[src/logic/tsfs_pkg.sv]
// Constants, register map and types of the setpoint and fault supervisor.
// Assumes one 50 MHz clock and digitised analog values arriving as inputs.
// Operation
// - Default limits give setpoint = voltage*60 - 100 degrees, linear.
// - With limits set, software picks clipping or slope transformation mode.
// - Clipping mode uses basic line, saturating at min and max limits.
// - Slope mode maps 0 V to min and 5 V to max linearly.
// - Each digital input has selectable active level, default low active.
// - Each digital output has selectable active level, default high active.
// - Each output selects push-pull or open-collector, push-pull after reset.
// - Any fault latches at once, stops regulation, zeroes current, drops ready.
// - While faulted every enable request is ignored.
// - Fault lamp blinks groups: one sensor, two short, three overtemperature.
// - Clear by dropping run input, then raising fault clear input.
// - A host reset command also clears latched faults.
// - Sensor signal outside working range raises a sensor fault.
// - Power stage above 80 degrees raises an overtemperature fault.
// - Overtemperature clears only below 75 degrees, else stays latched.
// - Short-circuit detector trips the fault with no software latency.
// - Sensor fault below 0.08 V or above 2.35 V difference.
package tsfs_pkg;
  // ----------------------------------------------------------------------
  // Register map (byte addresses)
  // ----------------------------------------------------------------------
  localparam logic [7:0] TSFS_OFS_CTRL    = 8'h00; // Mode, limits enable, run, cmd
  localparam logic [7:0] TSFS_OFS_LIMITS  = 8'h04; // Min [15:0], max [31:16]
  localparam logic [7:0] TSFS_OFS_IOCFG   = 8'h08; // Polarity and stage bits
  localparam logic [7:0] TSFS_OFS_STATUS  = 8'h0C; // Faults, ready, first fault
  localparam logic [7:0] TSFS_OFS_SETPT   = 8'h10; // Computed setpoint
  // CTRL fields
  localparam int TSFS_CTRL_MODE_BIT   = 0;  // 0 clipping, 1 slope
  localparam int TSFS_CTRL_LIMEN_BIT  = 1;  // Limits configured
  localparam int TSFS_CTRL_SWRUN_BIT  = 2;  // Software enable request
  localparam int TSFS_CTRL_CLRCMD_BIT = 3;  // Write 1: host fault reset
  // IOCFG fields
  localparam int TSFS_IO_IN_POL_LSB   = 0;  // Input polarity, 1 high active
  localparam int TSFS_IO_OUT_POL_LSB  = 8;  // Output polarity, 1 high active
  localparam int TSFS_IO_OUT_OC_LSB   = 16; // Output stage, 1 open collector
  // ----------------------------------------------------------------------
  // Numeric scales: voltages in mV, temperatures in tenths of a degree
  // ----------------------------------------------------------------------
  localparam int TSFS_SLOPE_BASIC      = 60;    // Degrees per volt
  localparam int TSFS_OFFSET_BASIC     = -100;  // Degrees at 0 V
  localparam int TSFS_VFULL_MV         = 5000;  // Full input range
  localparam logic signed [15:0] TSFS_MIN_RST = -16'sd1000; // -100.0 C
  localparam logic signed [15:0] TSFS_MAX_RST = 16'sd2000;  // +200.0 C
  localparam logic signed [15:0] TSFS_OT_TRIP = 16'sd800;   // 80.0 C
  localparam logic signed [15:0] TSFS_OT_CLR  = 16'sd750;   // 75.0 C
  localparam logic [11:0] TSFS_SENS_LO_MV = 12'd80;         // 0.08 V
  localparam logic [11:0] TSFS_SENS_HI_MV = 12'd2350;       // 2.35 V
  localparam logic [31:0] TSFS_IOCFG_RST  = 32'h0000_FF00;  // In low, out high, pp
  // ----------------------------------------------------------------------
  // Blink timing
  // ----------------------------------------------------------------------
  localparam int TSFS_CLK_HZ       = 50_000_000;
  localparam int TSFS_FLASH_MS     = 200;
  localparam int TSFS_FLASH_CYC    = TSFS_CLK_HZ / 1000 * TSFS_FLASH_MS;
  localparam int TSFS_PAUSE_SLOTS  = 5; // Pause after the six flash slots lasts this plus one slots
  typedef enum logic [1:0] {TSFS_F_NONE, TSFS_F_SENS, TSFS_F_SHORT, TSFS_F_OT} tsfs_fault_t;
endpackage : tsfs_pkg

[src/logic/tsfs_blinker.sv]
// Fault lamp blink generator: groups of 1..3 flashes then a pause.
// Assumes code is stable while faulted; slot length is a parameter.
module tsfs_blinker #(
  parameter int SLOT_CYC = tsfs_pkg::TSFS_FLASH_CYC
) (
  // Clock and reset
  input  wire logic               aclk,
  input  wire logic               aresetn,
  // Code in, lamp out
  input  wire tsfs_pkg::tsfs_fault_t code,
  output logic                    lamp
);
  import tsfs_pkg::*;
  initial if (SLOT_CYC < 1) $error("SLOT_CYC must be positive");
  logic [31:0] cnt_q;
  logic [3:0]  slot_q;
  logic [3:0]  flashes;
  // Even slots light for each flash, the rest stay dark as the pause
  assign flashes = {2'b00, code};
  // ----------------------------------------------------------------------
  // Slot counter
  // ----------------------------------------------------------------------
  always_ff @(posedge aclk) begin
    if (!aresetn || code == TSFS_F_NONE) begin
      cnt_q  <= 32'h0;
      slot_q <= 4'h0;
      lamp   <= 1'b0;
    end else begin
      if (cnt_q == 32'(SLOT_CYC - 1)) begin
        cnt_q  <= 32'h0;
        slot_q <= (slot_q == 4'((2 * 3) + TSFS_PAUSE_SLOTS)) ? 4'h0 : slot_q + 4'h1;
      end else begin
        cnt_q <= cnt_q + 32'h1;
      end
      lamp <= !slot_q[0] && (slot_q[3:1] < flashes[2:0]);
    end
  end
endmodule : tsfs_blinker

[src/logic/tsfs_supervisor.sv]
// Setpoint mapping, I/O polarity and latched fault supervisor, AXI4-Lite slave.
// Assumes digitised voltages and temperatures arrive synchronous to aclk.
module tsfs_supervisor #(
  parameter int NUM_IN    = 4,
  parameter int NUM_OUT   = 4,
  parameter int BLINK_CYC = tsfs_pkg::TSFS_FLASH_CYC
) (
  // Clock and reset
  input  wire logic                 aclk,
  input  wire logic                 aresetn,
  // AXI4-Lite write channels
  input  wire logic [7:0]           s_axil_awaddr,
  input  wire logic                 s_axil_awvalid,
  output logic                      s_axil_awready,
  input  wire logic [31:0]          s_axil_wdata,
  input  wire logic [3:0]           s_axil_wstrb,
  input  wire logic                 s_axil_wvalid,
  output logic                      s_axil_wready,
  output logic [1:0]                s_axil_bresp,
  output logic                      s_axil_bvalid,
  input  wire logic                 s_axil_bready,
  // AXI4-Lite read channels
  input  wire logic [7:0]           s_axil_araddr,
  input  wire logic                 s_axil_arvalid,
  output logic                      s_axil_arready,
  output logic [31:0]               s_axil_rdata,
  output logic [1:0]                s_axil_rresp,
  output logic                      s_axil_rvalid,
  input  wire logic                 s_axil_rready,
  // Analog measurements (mV, tenths of a degree)
  input  wire logic [12:0]          setpoint_voltage_input,
  input  wire logic [11:0]          sensor_diff_mv,
  input  wire logic signed [15:0]   stage_temp,
  input  wire logic                 short_trip,
  // Digital pins (raw levels)
  input  wire logic [NUM_IN-1:0]    din_pin,
  output logic [NUM_IN-1:0]         din_pull_up,
  input  wire logic [NUM_OUT-1:0]   dout_active,
  output logic [NUM_OUT-1:0]        dout_pin_o,
  output logic [NUM_OUT-1:0]        dout_pin_oe,
  // Control and status
  output logic [NUM_IN-1:0]         din_active,
  output logic signed [15:0]        setpoint_temp,
  output logic                      regulation_enable,
  output logic                      output_zero,
  output logic                      ready,
  output logic                      fault_indicator_lamp
);
  import tsfs_pkg::*;
  initial if (NUM_IN < 2 || NUM_IN > 8 || NUM_OUT < 1 || NUM_OUT > 8)
    $error("NUM_IN must be 2..8 and NUM_OUT 1..8");
  // din_active[0] is the run input, din_active[1] the fault clear input
  logic hardware_run_input;
  logic hardware_fault_clear_input;

  // ----------------------------------------------------------------------
  // Registers
  // ----------------------------------------------------------------------
  logic        setpoint_limit_mode_q, lim_en_q, sw_run_q, host_clr_q;
  logic signed [15:0] min_q, max_q;
  logic [31:0] iocfg_q;
  logic        f_sens_q, f_short_q, f_ot_q;
  tsfs_fault_t first_q;
  logic        clr_prev_q;
  logic        aw_hold_q, w_hold_q;
  logic [7:0]  aw_addr_q;
  logic [31:0] w_data_q;
  logic [3:0]  w_strb_q;

  // Byte-enable merge, used by the LIMITS and IOCFG registers
  function automatic logic [31:0] merge(input logic [31:0] old, input logic [31:0] nw,
                                        input logic [3:0] be);
    logic [31:0] r;
    r = old;
    for (int i = 0; i < 4; i++) if (be[i]) r[8*i +: 8] = nw[8*i +: 8];
    return r;
  endfunction : merge

  // ----------------------------------------------------------------------
  // AXI4-Lite write path: address and data taken in any order
  // ----------------------------------------------------------------------
  logic do_write;
  assign s_axil_awready = !aw_hold_q && !s_axil_bvalid;
  assign s_axil_wready  = !w_hold_q && !s_axil_bvalid;
  assign do_write       = aw_hold_q && w_hold_q && !s_axil_bvalid;
  always_ff @(posedge aclk) begin
    if (!aresetn) begin
      aw_hold_q <= 1'b0;
      w_hold_q  <= 1'b0;
      aw_addr_q <= 8'h00;
      w_data_q  <= 32'h0;
      w_strb_q  <= 4'h0;
      s_axil_bvalid <= 1'b0;
      s_axil_bresp  <= 2'b00;
    end else begin
      if (s_axil_awvalid && s_axil_awready) begin
        aw_hold_q <= 1'b1;
        aw_addr_q <= s_axil_awaddr;
      end
      if (s_axil_wvalid && s_axil_wready) begin
        w_hold_q <= 1'b1;
        w_data_q <= s_axil_wdata;
        w_strb_q <= s_axil_wstrb;
      end
      if (do_write) begin
        aw_hold_q <= 1'b0;
        w_hold_q  <= 1'b0;
        s_axil_bvalid <= 1'b1;
        s_axil_bresp  <= (aw_addr_q == TSFS_OFS_CTRL || aw_addr_q == TSFS_OFS_LIMITS ||
                          aw_addr_q == TSFS_OFS_IOCFG) ? 2'b00 : 2'b10;
      end else if (s_axil_bvalid && s_axil_bready) begin
        s_axil_bvalid <= 1'b0;
      end
    end
  end

  // Configuration registers; host clear command is a one-cycle pulse
  always_ff @(posedge aclk) begin
    if (!aresetn) begin
      setpoint_limit_mode_q <= 1'b0;
      lim_en_q   <= 1'b0;
      sw_run_q   <= 1'b0;
      host_clr_q <= 1'b0;
      min_q      <= TSFS_MIN_RST;
      max_q      <= TSFS_MAX_RST;
      iocfg_q    <= TSFS_IOCFG_RST;
    end else begin
      host_clr_q <= 1'b0;
      if (do_write && aw_addr_q == TSFS_OFS_CTRL && w_strb_q[0]) begin
        setpoint_limit_mode_q <= w_data_q[TSFS_CTRL_MODE_BIT];
        lim_en_q   <= w_data_q[TSFS_CTRL_LIMEN_BIT];
        sw_run_q   <= w_data_q[TSFS_CTRL_SWRUN_BIT];
        host_clr_q <= w_data_q[TSFS_CTRL_CLRCMD_BIT];
      end
      if (do_write && aw_addr_q == TSFS_OFS_LIMITS) begin
        {max_q, min_q} <= merge({max_q, min_q}, w_data_q, w_strb_q);
      end
      if (do_write && aw_addr_q == TSFS_OFS_IOCFG) begin
        iocfg_q <= merge(iocfg_q, w_data_q, w_strb_q);
      end
    end
  end

  // ----------------------------------------------------------------------
  // Digital input and output polarity and stage type
  // ----------------------------------------------------------------------
  genvar gi;
  generate
    for (gi = 0; gi < NUM_IN; gi++) begin : g_in
      // Pull toward the inactive level so an open pin reads inactive
      assign din_active[gi]  = din_pin[gi] ~^ iocfg_q[TSFS_IO_IN_POL_LSB + gi];
      assign din_pull_up[gi] = !iocfg_q[TSFS_IO_IN_POL_LSB + gi];
    end
    for (gi = 0; gi < NUM_OUT; gi++) begin : g_out
      logic lvl;
      assign lvl = dout_active[gi] ~^ iocfg_q[TSFS_IO_OUT_POL_LSB + gi];
      // Open collector only sinks: drive low, release for high
      assign dout_pin_o[gi]  = iocfg_q[TSFS_IO_OUT_OC_LSB + gi] ? 1'b0 : lvl;
      assign dout_pin_oe[gi] = iocfg_q[TSFS_IO_OUT_OC_LSB + gi] ? !lvl : 1'b1;
    end
  endgenerate
  assign hardware_run_input         = din_active[0];
  assign hardware_fault_clear_input = din_active[1];

  // ----------------------------------------------------------------------
  // Setpoint mapping (tenths of a degree)
  // ----------------------------------------------------------------------
  logic signed [31:0] basic_t, slope_t, sp_d;
  always_comb begin
    // mV * 60 / 100 gives tenths; offset scaled by ten
    basic_t = (32'(signed'({1'b0, setpoint_voltage_input})) * TSFS_SLOPE_BASIC) / 100
              + TSFS_OFFSET_BASIC * 10;
    slope_t = ((32'(max_q) - 32'(min_q)) * 32'(signed'({1'b0, setpoint_voltage_input})))
              / TSFS_VFULL_MV + 32'(min_q);
    if (!lim_en_q) begin
      sp_d = basic_t;
    end else if (setpoint_limit_mode_q) begin
      sp_d = slope_t;
    end else if (basic_t < 32'(min_q)) begin
      sp_d = 32'(min_q);
    end else if (basic_t > 32'(max_q)) begin
      sp_d = 32'(max_q);
    end else begin
      sp_d = basic_t;
    end
  end
  always_ff @(posedge aclk) begin
    if (!aresetn) setpoint_temp <= 16'sh0000;
    else          setpoint_temp <= sp_d[15:0];
  end

  // ----------------------------------------------------------------------
  // Fault detection and latching; set wins over clear
  // ----------------------------------------------------------------------
  logic det_sens, det_ot, clr_req, any_fault;
  assign det_sens  = sensor_diff_mv < TSFS_SENS_LO_MV ||
                     sensor_diff_mv > TSFS_SENS_HI_MV;
  assign det_ot    = stage_temp > TSFS_OT_TRIP;
  // Clear edge only counts while run input is already dropped
  assign clr_req   = (hardware_fault_clear_input && !clr_prev_q && !hardware_run_input)
                     || host_clr_q;
  assign any_fault = f_sens_q || f_short_q || f_ot_q;
  always_ff @(posedge aclk) begin
    if (!aresetn) begin
      f_sens_q   <= 1'b0;
      f_short_q  <= 1'b0;
      f_ot_q     <= 1'b0;
      clr_prev_q <= 1'b0;
    end else begin
      clr_prev_q <= hardware_fault_clear_input;
      f_sens_q   <= det_sens || (f_sens_q && !clr_req);
      f_short_q  <= short_trip || (f_short_q && !clr_req);
      f_ot_q     <= det_ot || (f_ot_q && !(clr_req && stage_temp < TSFS_OT_CLR));
    end
  end
  // First fault recorded for the lamp; sensor wins a tie
  always_ff @(posedge aclk) begin
    if (!aresetn) begin
      first_q <= TSFS_F_NONE;
    end else if (!any_fault) begin
      first_q <= det_sens ? TSFS_F_SENS : short_trip ? TSFS_F_SHORT :
                 det_ot ? TSFS_F_OT : TSFS_F_NONE;
    end else if (!(f_sens_q || det_sens) && !(f_short_q || short_trip) &&
                 !(f_ot_q || det_ot)) begin
      first_q <= TSFS_F_NONE;
    end
  end
  // Only output_zero acts on raw detection; ready and regulation_enable follow the latched faults a cycle later
  assign regulation_enable = !any_fault && hardware_run_input && sw_run_q;
  assign output_zero       = any_fault || det_sens || short_trip || det_ot;
  assign ready             = !any_fault;

  tsfs_blinker #(.SLOT_CYC(BLINK_CYC)) u_blink (
    .aclk    (aclk),
    .aresetn (aresetn),
    .code    (first_q),
    .lamp    (fault_indicator_lamp)
  );

  // ----------------------------------------------------------------------
  // AXI4-Lite read path
  // ----------------------------------------------------------------------
  assign s_axil_arready = !s_axil_rvalid;
  always_ff @(posedge aclk) begin
    if (!aresetn) begin
      s_axil_rvalid <= 1'b0;
      s_axil_rdata  <= 32'h0;
      s_axil_rresp  <= 2'b00;
    end else if (s_axil_arvalid && s_axil_arready) begin
      s_axil_rvalid <= 1'b1;
      s_axil_rresp  <= 2'b00;
      case (s_axil_araddr)
        TSFS_OFS_CTRL:   s_axil_rdata <= {29'h0, sw_run_q, lim_en_q, setpoint_limit_mode_q};
        TSFS_OFS_LIMITS: s_axil_rdata <= {max_q, min_q};
        TSFS_OFS_IOCFG:  s_axil_rdata <= iocfg_q;
        TSFS_OFS_STATUS: s_axil_rdata <= {25'h0, first_q, ready, regulation_enable,
                                          f_ot_q, f_short_q, f_sens_q};
        TSFS_OFS_SETPT:  s_axil_rdata <= {{16{setpoint_temp[15]}}, setpoint_temp};
        default: begin
          s_axil_rdata <= 32'h0;
          s_axil_rresp <= 2'b10;
        end
      endcase
    end else if (s_axil_rvalid && s_axil_rready) begin
      s_axil_rvalid <= 1'b0;
    end
  end

  // ----------------------------------------------------------------------
  // Assertions
  // ----------------------------------------------------------------------
  property p_trip_latch;
    @(posedge aclk) disable iff (!aresetn) det_sens |=> f_sens_q && !ready;
  endproperty
  a_trip_latch: assert property (p_trip_latch) else $error("sensor fault not latched");
  property p_ignore_run;
    @(posedge aclk) disable iff (!aresetn) any_fault |-> !regulation_enable;
  endproperty
  a_ignore_run: assert property (p_ignore_run) else $error("enabled while faulted");
  property p_short_zero;
    @(posedge aclk) disable iff (!aresetn) short_trip |-> output_zero ##1 f_short_q;
  endproperty
  a_short_zero: assert property (p_short_zero) else $error("short trip slow");
  property p_ot_hold;
    @(posedge aclk) disable iff (!aresetn)
      f_ot_q && stage_temp >= TSFS_OT_CLR |=> f_ot_q;
  endproperty
  a_ot_hold: assert property (p_ot_hold) else $error("overtemp cleared while hot");
  property p_ot_trip;
    @(posedge aclk) disable iff (!aresetn) stage_temp > TSFS_OT_TRIP |=> f_ot_q;
  endproperty
  a_ot_trip: assert property (p_ot_trip) else $error("overtemp missed");
  property p_hw_clear;
    @(posedge aclk) disable iff (!aresetn)
      f_sens_q && !det_sens && !short_trip && !det_ot && !f_ot_q && !f_short_q
      && hardware_fault_clear_input && !clr_prev_q && !hardware_run_input |=> ready;
  endproperty
  a_hw_clear: assert property (p_hw_clear) else $error("clear not honoured");
  property p_clear_needs_stop;
    @(posedge aclk) disable iff (!aresetn)
      any_fault && hardware_run_input && !host_clr_q |=> any_fault;
  endproperty
  a_clear_needs_stop: assert property (p_clear_needs_stop) else $error("cleared while run");
  property p_host_clear;
    @(posedge aclk) disable iff (!aresetn)
      host_clr_q && !det_sens && !short_trip && !det_ot && !f_ot_q |=> !f_sens_q && !f_short_q;
  endproperty
  a_host_clear: assert property (p_host_clear) else $error("host clear ignored");
  property p_basic_map;
    @(posedge aclk) disable iff (!aresetn)
      !lim_en_q && $stable(setpoint_voltage_input) && setpoint_voltage_input == 13'd2500
      |=> setpoint_temp == 16'sd500;
  endproperty
  a_basic_map: assert property (p_basic_map) else $error("basic map wrong at 2.5 V");
  property p_clip;
    @(posedge aclk) disable iff (!aresetn)
      lim_en_q && !setpoint_limit_mode_q && basic_t > 32'(max_q) |=> setpoint_temp <= $past(max_q);
  endproperty
  a_clip: assert property (p_clip) else $error("clip exceeded max");
  property p_tie_sensor;
    @(posedge aclk) disable iff (!aresetn) !any_fault && det_sens |=> first_q == TSFS_F_SENS;
  endproperty
  a_tie_sensor: assert property (p_tie_sensor) else $error("wrong first fault");
  c_sens:  cover property (@(posedge aclk) disable iff (!aresetn) $rose(f_sens_q));
  c_clear: cover property (@(posedge aclk) disable iff (!aresetn) $fell(any_fault));
  c_slope: cover property (@(posedge aclk) disable iff (!aresetn)
                           lim_en_q && setpoint_limit_mode_q);
endmodule : tsfs_supervisor

[config.mk]
export PLATFORM = sky130hd
export DESIGN_NAME = tsfs_supervisor
export DESIGN_NICKNAME = d
export VERILOG_FILES = /design/src/logic/tsfs_pkg.sv /design/src/logic/tsfs_blinker.sv /design/src/logic/tsfs_supervisor.sv
export SDC_FILE = /design/constraint.sdc
export NUM_CORES = 2
export LEC_CHECK = 0
export ABC_AREA = 1
export BUFFER_PORTS_ARGS = -buffer_cell sky130_fd_sc_hd__buf_2
export CAP_MARGIN = 20
export CORE_ASPECT_RATIO = 0.7
export CORE_MARGIN = 3
export CORE_UTILIZATION = 60
export CTS_BUF_LIST = sky130_fd_sc_hd__clkbuf_16
export DETAILED_ROUTE_END_ITERATION = 16
export PLACE_DENSITY_LB_ADDON = 0.25
export SLEW_MARGIN = 20
export SYNTH_ARGS = -nofsm -noshare
export SYNTH_HDL_FRONTEND = slang
export SYNTH_HIERARCHICAL = 1
export SYNTH_SLANG_ARGS = --single-unit
[constraint.sdc]
create_clock -name aclk -period 73.5 [get_ports aclk]
set_input_delay 3.675 -clock aclk [delete_from_list [all_inputs] [get_ports aclk]]
set_output_delay 3.675 -clock aclk [all_outputs]
set_load 0.03 [all_outputs]
======== Word-level counts from Yosys, hierarchy flattened ========
Index checks and enable logic that the tools add are counted.
word-level totals
  register bits after elaboration ......... 211
  bits in latches ......................... 0
  RAM bits ................................ 0
  memory bits (read-only) ................. 0
  input bits .............................. 109
  output and inout port bits .............. 77
  word-level logic and storage cells ...... 169
  memories kept ........................... 0
operators by class
  add/sub/neg operators ................... 5
  $mul .................................... 2
  divide/modulo/power cells ............... 2
  order comparisons ....................... 7
  equality and inequality tests ........... 9
  shift operators ......................... 0
  multiplexer cells ....................... 25
  bitwise gates (word level) .............. 9
  reduce and logical (&&, ||, !) cells .... 79
operators by type and width
  kind                                                  number
  case mux 32 bit (5 select lines)                      1
  two-way mux 16 bit                                    4
  adder 32 x 1 -> 32 bit, second input constant         1
  adder 32 x 11 -> 32 bit, second input constant        1
  divider 32 x 14 -> 32 bit, second input constant      1
  divider 32 x 8 -> 32 bit, second input constant       1
  == test 32 x 24 -> 1 bit, second input constant       1
  > comparator 32 x 16 -> 1 bit                         1
  < comparator 32 x 16 -> 1 bit                         1
  multiplier 17 x 14 -> 31 bit                          1
  == test 8 x 4 -> 1 bit, second input constant         3
  logical AND 1 bit                                     24
  zero test 1 bit                                       22
  AND reduction 2 bit                                   9
  multiplier 13 x 4 -> 17 bit, second input constant    1
  subtractor 16 x 16 -> 17 bit                          1
  adder 16 bit                                          1
  == test 8 x 3 -> 1 bit, second input constant         2
  > comparator 16 x 11 -> 1 bit, second input constant  1
  zero test 8 bit                                       2
  logical OR 1 bit                                      16
  < comparator 16 x 11 -> 1 bit, second input constant  1
  two-way mux 2 bit                                     7
  > comparator 12 bit, second input constant            1
  14 further kinds                                      34

======== Depth between registers and ports, before layout ========
  depth after elaboration ................. 8
  gate-level depth with buffers ........... 219
  depth with buffers taken out ............ 211

======== Modules after synthesis ========
The synthesis kept the hierarchy.
by module, submodules not included
  module           times used  cells each  area each (µm²)  seq. area each (µm²)
  tsfs_supervisor  1           4,657       32,119.6         3,443.3
  tsfs_blinker     1           341         2,122.0          740.7

======== Least setup slack after synthesis ========
OpenSTA, ideal clock, no wires.
  path type ............................... input to register
  start ................................... input setpoint_voltage_input[2]
  end ..................................... register setpoint_temp[15]
  library setup time ...................... 66 ps
  data arrival time ....................... 24,253 ps
  required time ........................... 73,434 ps
  setup slack ............................. 49,181 ps
  stages on the path ...................... 179
  cells stage by stage .................... inv_1 clkbuf_1 nor2_1 fa_1 inv_1 fa_1 inv_1 fa_1 inv_2 fa_1 inv_1 fa_1 inv_1 fa_1 inv_1 ha_1 inv_1 nor3_2 [143 not listed] nor2_1 inv_1 nand2_1 inv_1 o21a_1 nor2_1 o21ai_0 a21oi_1 nor2_1 nor2_1 xor2_1 xnor2_1 inv_1 nand3_1 nand3_1 nand2_1 nand2_1 a21oi_2
on the way
  word-level cells in the longest chain between the ends .. 8
  elaborated cells on any way between the ends .. 12
RTL lines
  what                           RTL line                RTL
  start, declared                tsfs_supervisor.sv:31   input wire logic [12:0] setpoint_voltage_input,
  multiplier 13 x 4 -> 17 bit    tsfs_supervisor.sv:171  basic_t = (32'(signed'({1'b0, setpoint_voltage_input})) * TSFS_SLOPE_BASIC) / 100
  divider 32 x 8 -> 32 bit       tsfs_supervisor.sv:171
  adder 32 x 11 -> 32 bit        tsfs_supervisor.sv:172  + TSFS_OFFSET_BASIC * 10;
  > comparator 32 x 16 -> 1 bit  tsfs_supervisor.sv:181  end else if (basic_t > 32'(max_q)) begin
  two-way mux 16 bit             tsfs_supervisor.sv:181
  two-way mux 16 bit             tsfs_supervisor.sv:179  end else if (basic_t < 32'(min_q)) begin
  two-way mux 16 bit             tsfs_supervisor.sv:177  end else if (setpoint_limit_mode_q) begin
  two-way mux 16 bit *           tsfs_supervisor.sv:175  if (!lim_en_q) begin
  end signal, assigned           tsfs_supervisor.sv:189  else setpoint_temp <= sp_d[15:0];
  end, declared                  tsfs_supervisor.sv:43   output logic signed [15:0] setpoint_temp,
Every way passes the cells marked *; elsewhere a longest branch is shown, timed or not.
A chain may end at the register's enable or synchronous reset.

======== Worst setup path in the final report ========
Ends and elaborated chain as after synthesis.

==> flow_summary.toml <==
[run_status]
status = "finished clean"

[route]
ant_nets = 0
dr.pass1.iters = 6
routed_via_density = 5.48
drc = 0
wirelength_um = 93300
met3_length_um = 8800
routed-wl-met2_um = 39100
drt-initial-drc-count = 2893
routedWlPerCell_um = 15.9
vias = 32100
top_layer = "met4"
drt-met1-wl_um = 43400

[place]
gp_congestion = 0.996
hpwl_um = 77900
dp.cells = 5825
io_buffers = 183

[die]
die_w_um = 292
dieArea_mm2 = 0.0600
ios = 186
coreArea_mm2 = 0.0559
rows = 72
die_h_um = 206
initial_core_util_pct = 61.3

[clocking]
cts_hold_buffers = 0
cts_resized = 0
clock_path_buffers = 3
cts_made_buffers = 19
cts.clk_slew.worst_paths_ns = 0.06
cts-root-buf = "clkbuf_16"
cts_setup_buffers = 0
htreeDepth = 1
worstSkewPairLatency_ns = 0.50
cts_tree = "done"
clock_sinks = 209

[worst_setup_path]
cp_slowest_stage_delay_ns = 0.71
cp.required_ns = 73.93
cp-start-kind = "input port"
arrival_ns = 28.30
cp_common_cell = "nand2_1"
critPathKind = "input port to flop"
worstPathMaxFanout = 26
cp_slowest_cell = "fa_1"
cp-end-kind = "flop"

[sta]
relSlewSlack_pct = 22.6
fin_tns_setup_ns = 0
rsz0062_at_grt = "false"
skew_ns = 0.0242
setup_viol = 0
fin_crit_ns = 27.87
holdWs_ns = 0.449
slew_violations = 0
finalHoldViolCount = 0
fmax_mhz = 35.9
period_share_pct = 37.9
worst_slew_pin_slew_ns = 1.16

[global_routing]
grt_overflow = 0
grt_pass1_wl_um = 152000
grt_max_degree = 70
grt_pass1_vias = 29800
grt_usage_pct = 30.7
antenna_found_initial = 2

[synthesis]
synth_area_mm2 = 0.0342
ys_warn_count = 6
ys_seq_elements = 209
ys_seq_area_share_pct = 12.2
synthArstFlopShare_pct = 0
synth_cells = 4998
synth_cell_types = 81
synth_edf_count = 0
avgSynthCellArea_um2 = 6.85
synth_ff_type = "dfxtp_1"

[finish]
utilization_pct = 64.4
final_cells = 5860
fillers = 5208
synthToLayoutAreaGrowth_pct = 5.09
drive_above_1_share_pct = 19.6
num-nets-final = 5637

[job]
maxCapViolCount = 0

[worst_hold_path]
hold_class = "flop to flop"
-- cell usage after synthesis, types with 8 or more instances --
cell type,instances,area [um^2]
a21oi_1,213,1070
nand3_2,54,541
nor2_2,78,488
nand2_2,267,1670
clkbuf_1,76,285
nand3_1,279,1400
inv_2,56,210
a21oi_2,8,70.1
o221ai_1,23,201
nand2_4,149,1680
o21ai_0,198,991
nor4_1,14,87.6
nand3b_1,10,75.1
nor3_1,24,120
nand2_8,16,320
o21ai_1,13,65.1
nand2_1,1076,4040
nand3_4,14,245
a31oi_1,23,144
o211ai_1,44,330
xnor2_1,36,315
xor2_1,106,928
or2_2,17,106
inv_4,10,62.6
nand4_1,82,513
buf_6,9,101
clkinv_1,20,75.1
dfxtp_1,209,4180
nor2_4,40,450
nor2_1,461,1730
buf_12,13,260
fa_1,238,4760
ha_1,184,2300
o21ai_2,17,149
inv_1,793,2980
o21bai_1,8,60.1
-- registers in the layout, summed over array words and instances (netlist names), 2 cells and up --
register and flops:
min_q 16, max_q 16, setpoint_temp 16, iocfg_q 32, w_strb_q 4, first_q 2, u_blink/cnt_q 32, u_blink/slot_q 4
aw_addr_q 8, w_data_q 32, s_axil_rdata 32
-- through the flow --
| stage | worst slack [ns] | instance area (um^2) |
|---|---|---|
| after floorplan | 49.18 | 34200 |
| after global placement | 46.11 | 35400 |
| after detailed placement | 45.38 | 35400 |
| after CTS | 45.79 | 36000 |
| after global routing | 43.02 | 36000 |
| final | 45.63 | 36000 |
-- critical path: cells and delay by family --
kind,cells,cell delay [ns]
adder cells (fa/ha/maj),9,4.30
AO/OA/AOI/OAI,13,2.21
buffers and inverters,22,2.25
XOR/XNOR,3,0.52
AND/OR/NAND/NOR,122,15.18
-- path summary, 6_finish.rpt --
| kind | start | depth (start not counted) | endpoint | slack (ns) |
|---|---|---|---|---|
| worst min-delay path | u_blink/cnt_q[0] | 1 | u_blink/cnt_q[0] | 0.45 |
| worst max register to register | min_q[1] | 189 | setpoint_temp[15] | 45.77 |
| worst max-delay path | setpoint_voltage_input[2] | 169 | setpoint_temp[15] | 45.63 |
| worst min register to register | u_blink/cnt_q[0] | 1 | u_blink/cnt_q[0] | 0.45 |
-- layout make-up --
class                           count  area, um^2  area share [%]
Clock buffer                       19         475            1.32
Timing Repair Buffer              198        1030            2.86
Clock inverter                     14        93.8           0.261
Sequential cell                   209        4180            11.6
Multi-Input combinational cell   3783       25800            71.7
Antenna cell                        2        5.00          0.0139
Inverter                          895        3470            9.63
Tap cell                          740         926            2.57
-- routing by layer --
metal	vias up	track usage (%)
li1	15900	-
met4	0	7.09
met3	134	5.53
met2	1294	47.5
met1	14800	44.7
met5	-	0
-- layout by cell type, fill, tap and decap left out, drive strengths merged, types with 3 or more instances in the layout --
master,n
nand2,1508
nor3,27
nand4,87
a21oi,224
a221oi,4
nor2,586
or2,19
fa,238
buf,198
o31ai,6
dfxtp,209
nor4,14
ha,184
xor2,109
clkbuf,19
and2,10
nand3,347
nand3b,10
a22oi,6
bufinv,3
o22ai,3
clkinv,35
a31oi,23
a211oi,6
o221ai,23
inv,869
o21bai,8
xnor2,39
o211ai,44
o2111ai,4
o21ai,232
a21boi,3
-- cells by family after synthesis --
logic type / count (synthesis) / share of synthesized area (%)
adder cells (fa/ha/maj): 422 / 20.6
AO/OA/AOI/OAI: 600 / 10.4
AND/OR/NAND/NOR: 2611 / 40.4
XOR/XNOR: 148 / 3.92
flip-flops: 209 / 12.2
other: 1 / 0.0110
buffers and inverters: 1007 / 12.5
Power is not shown: default switching activity piles up to over one toggle a cycle in this logic, so the estimate is an artifact.
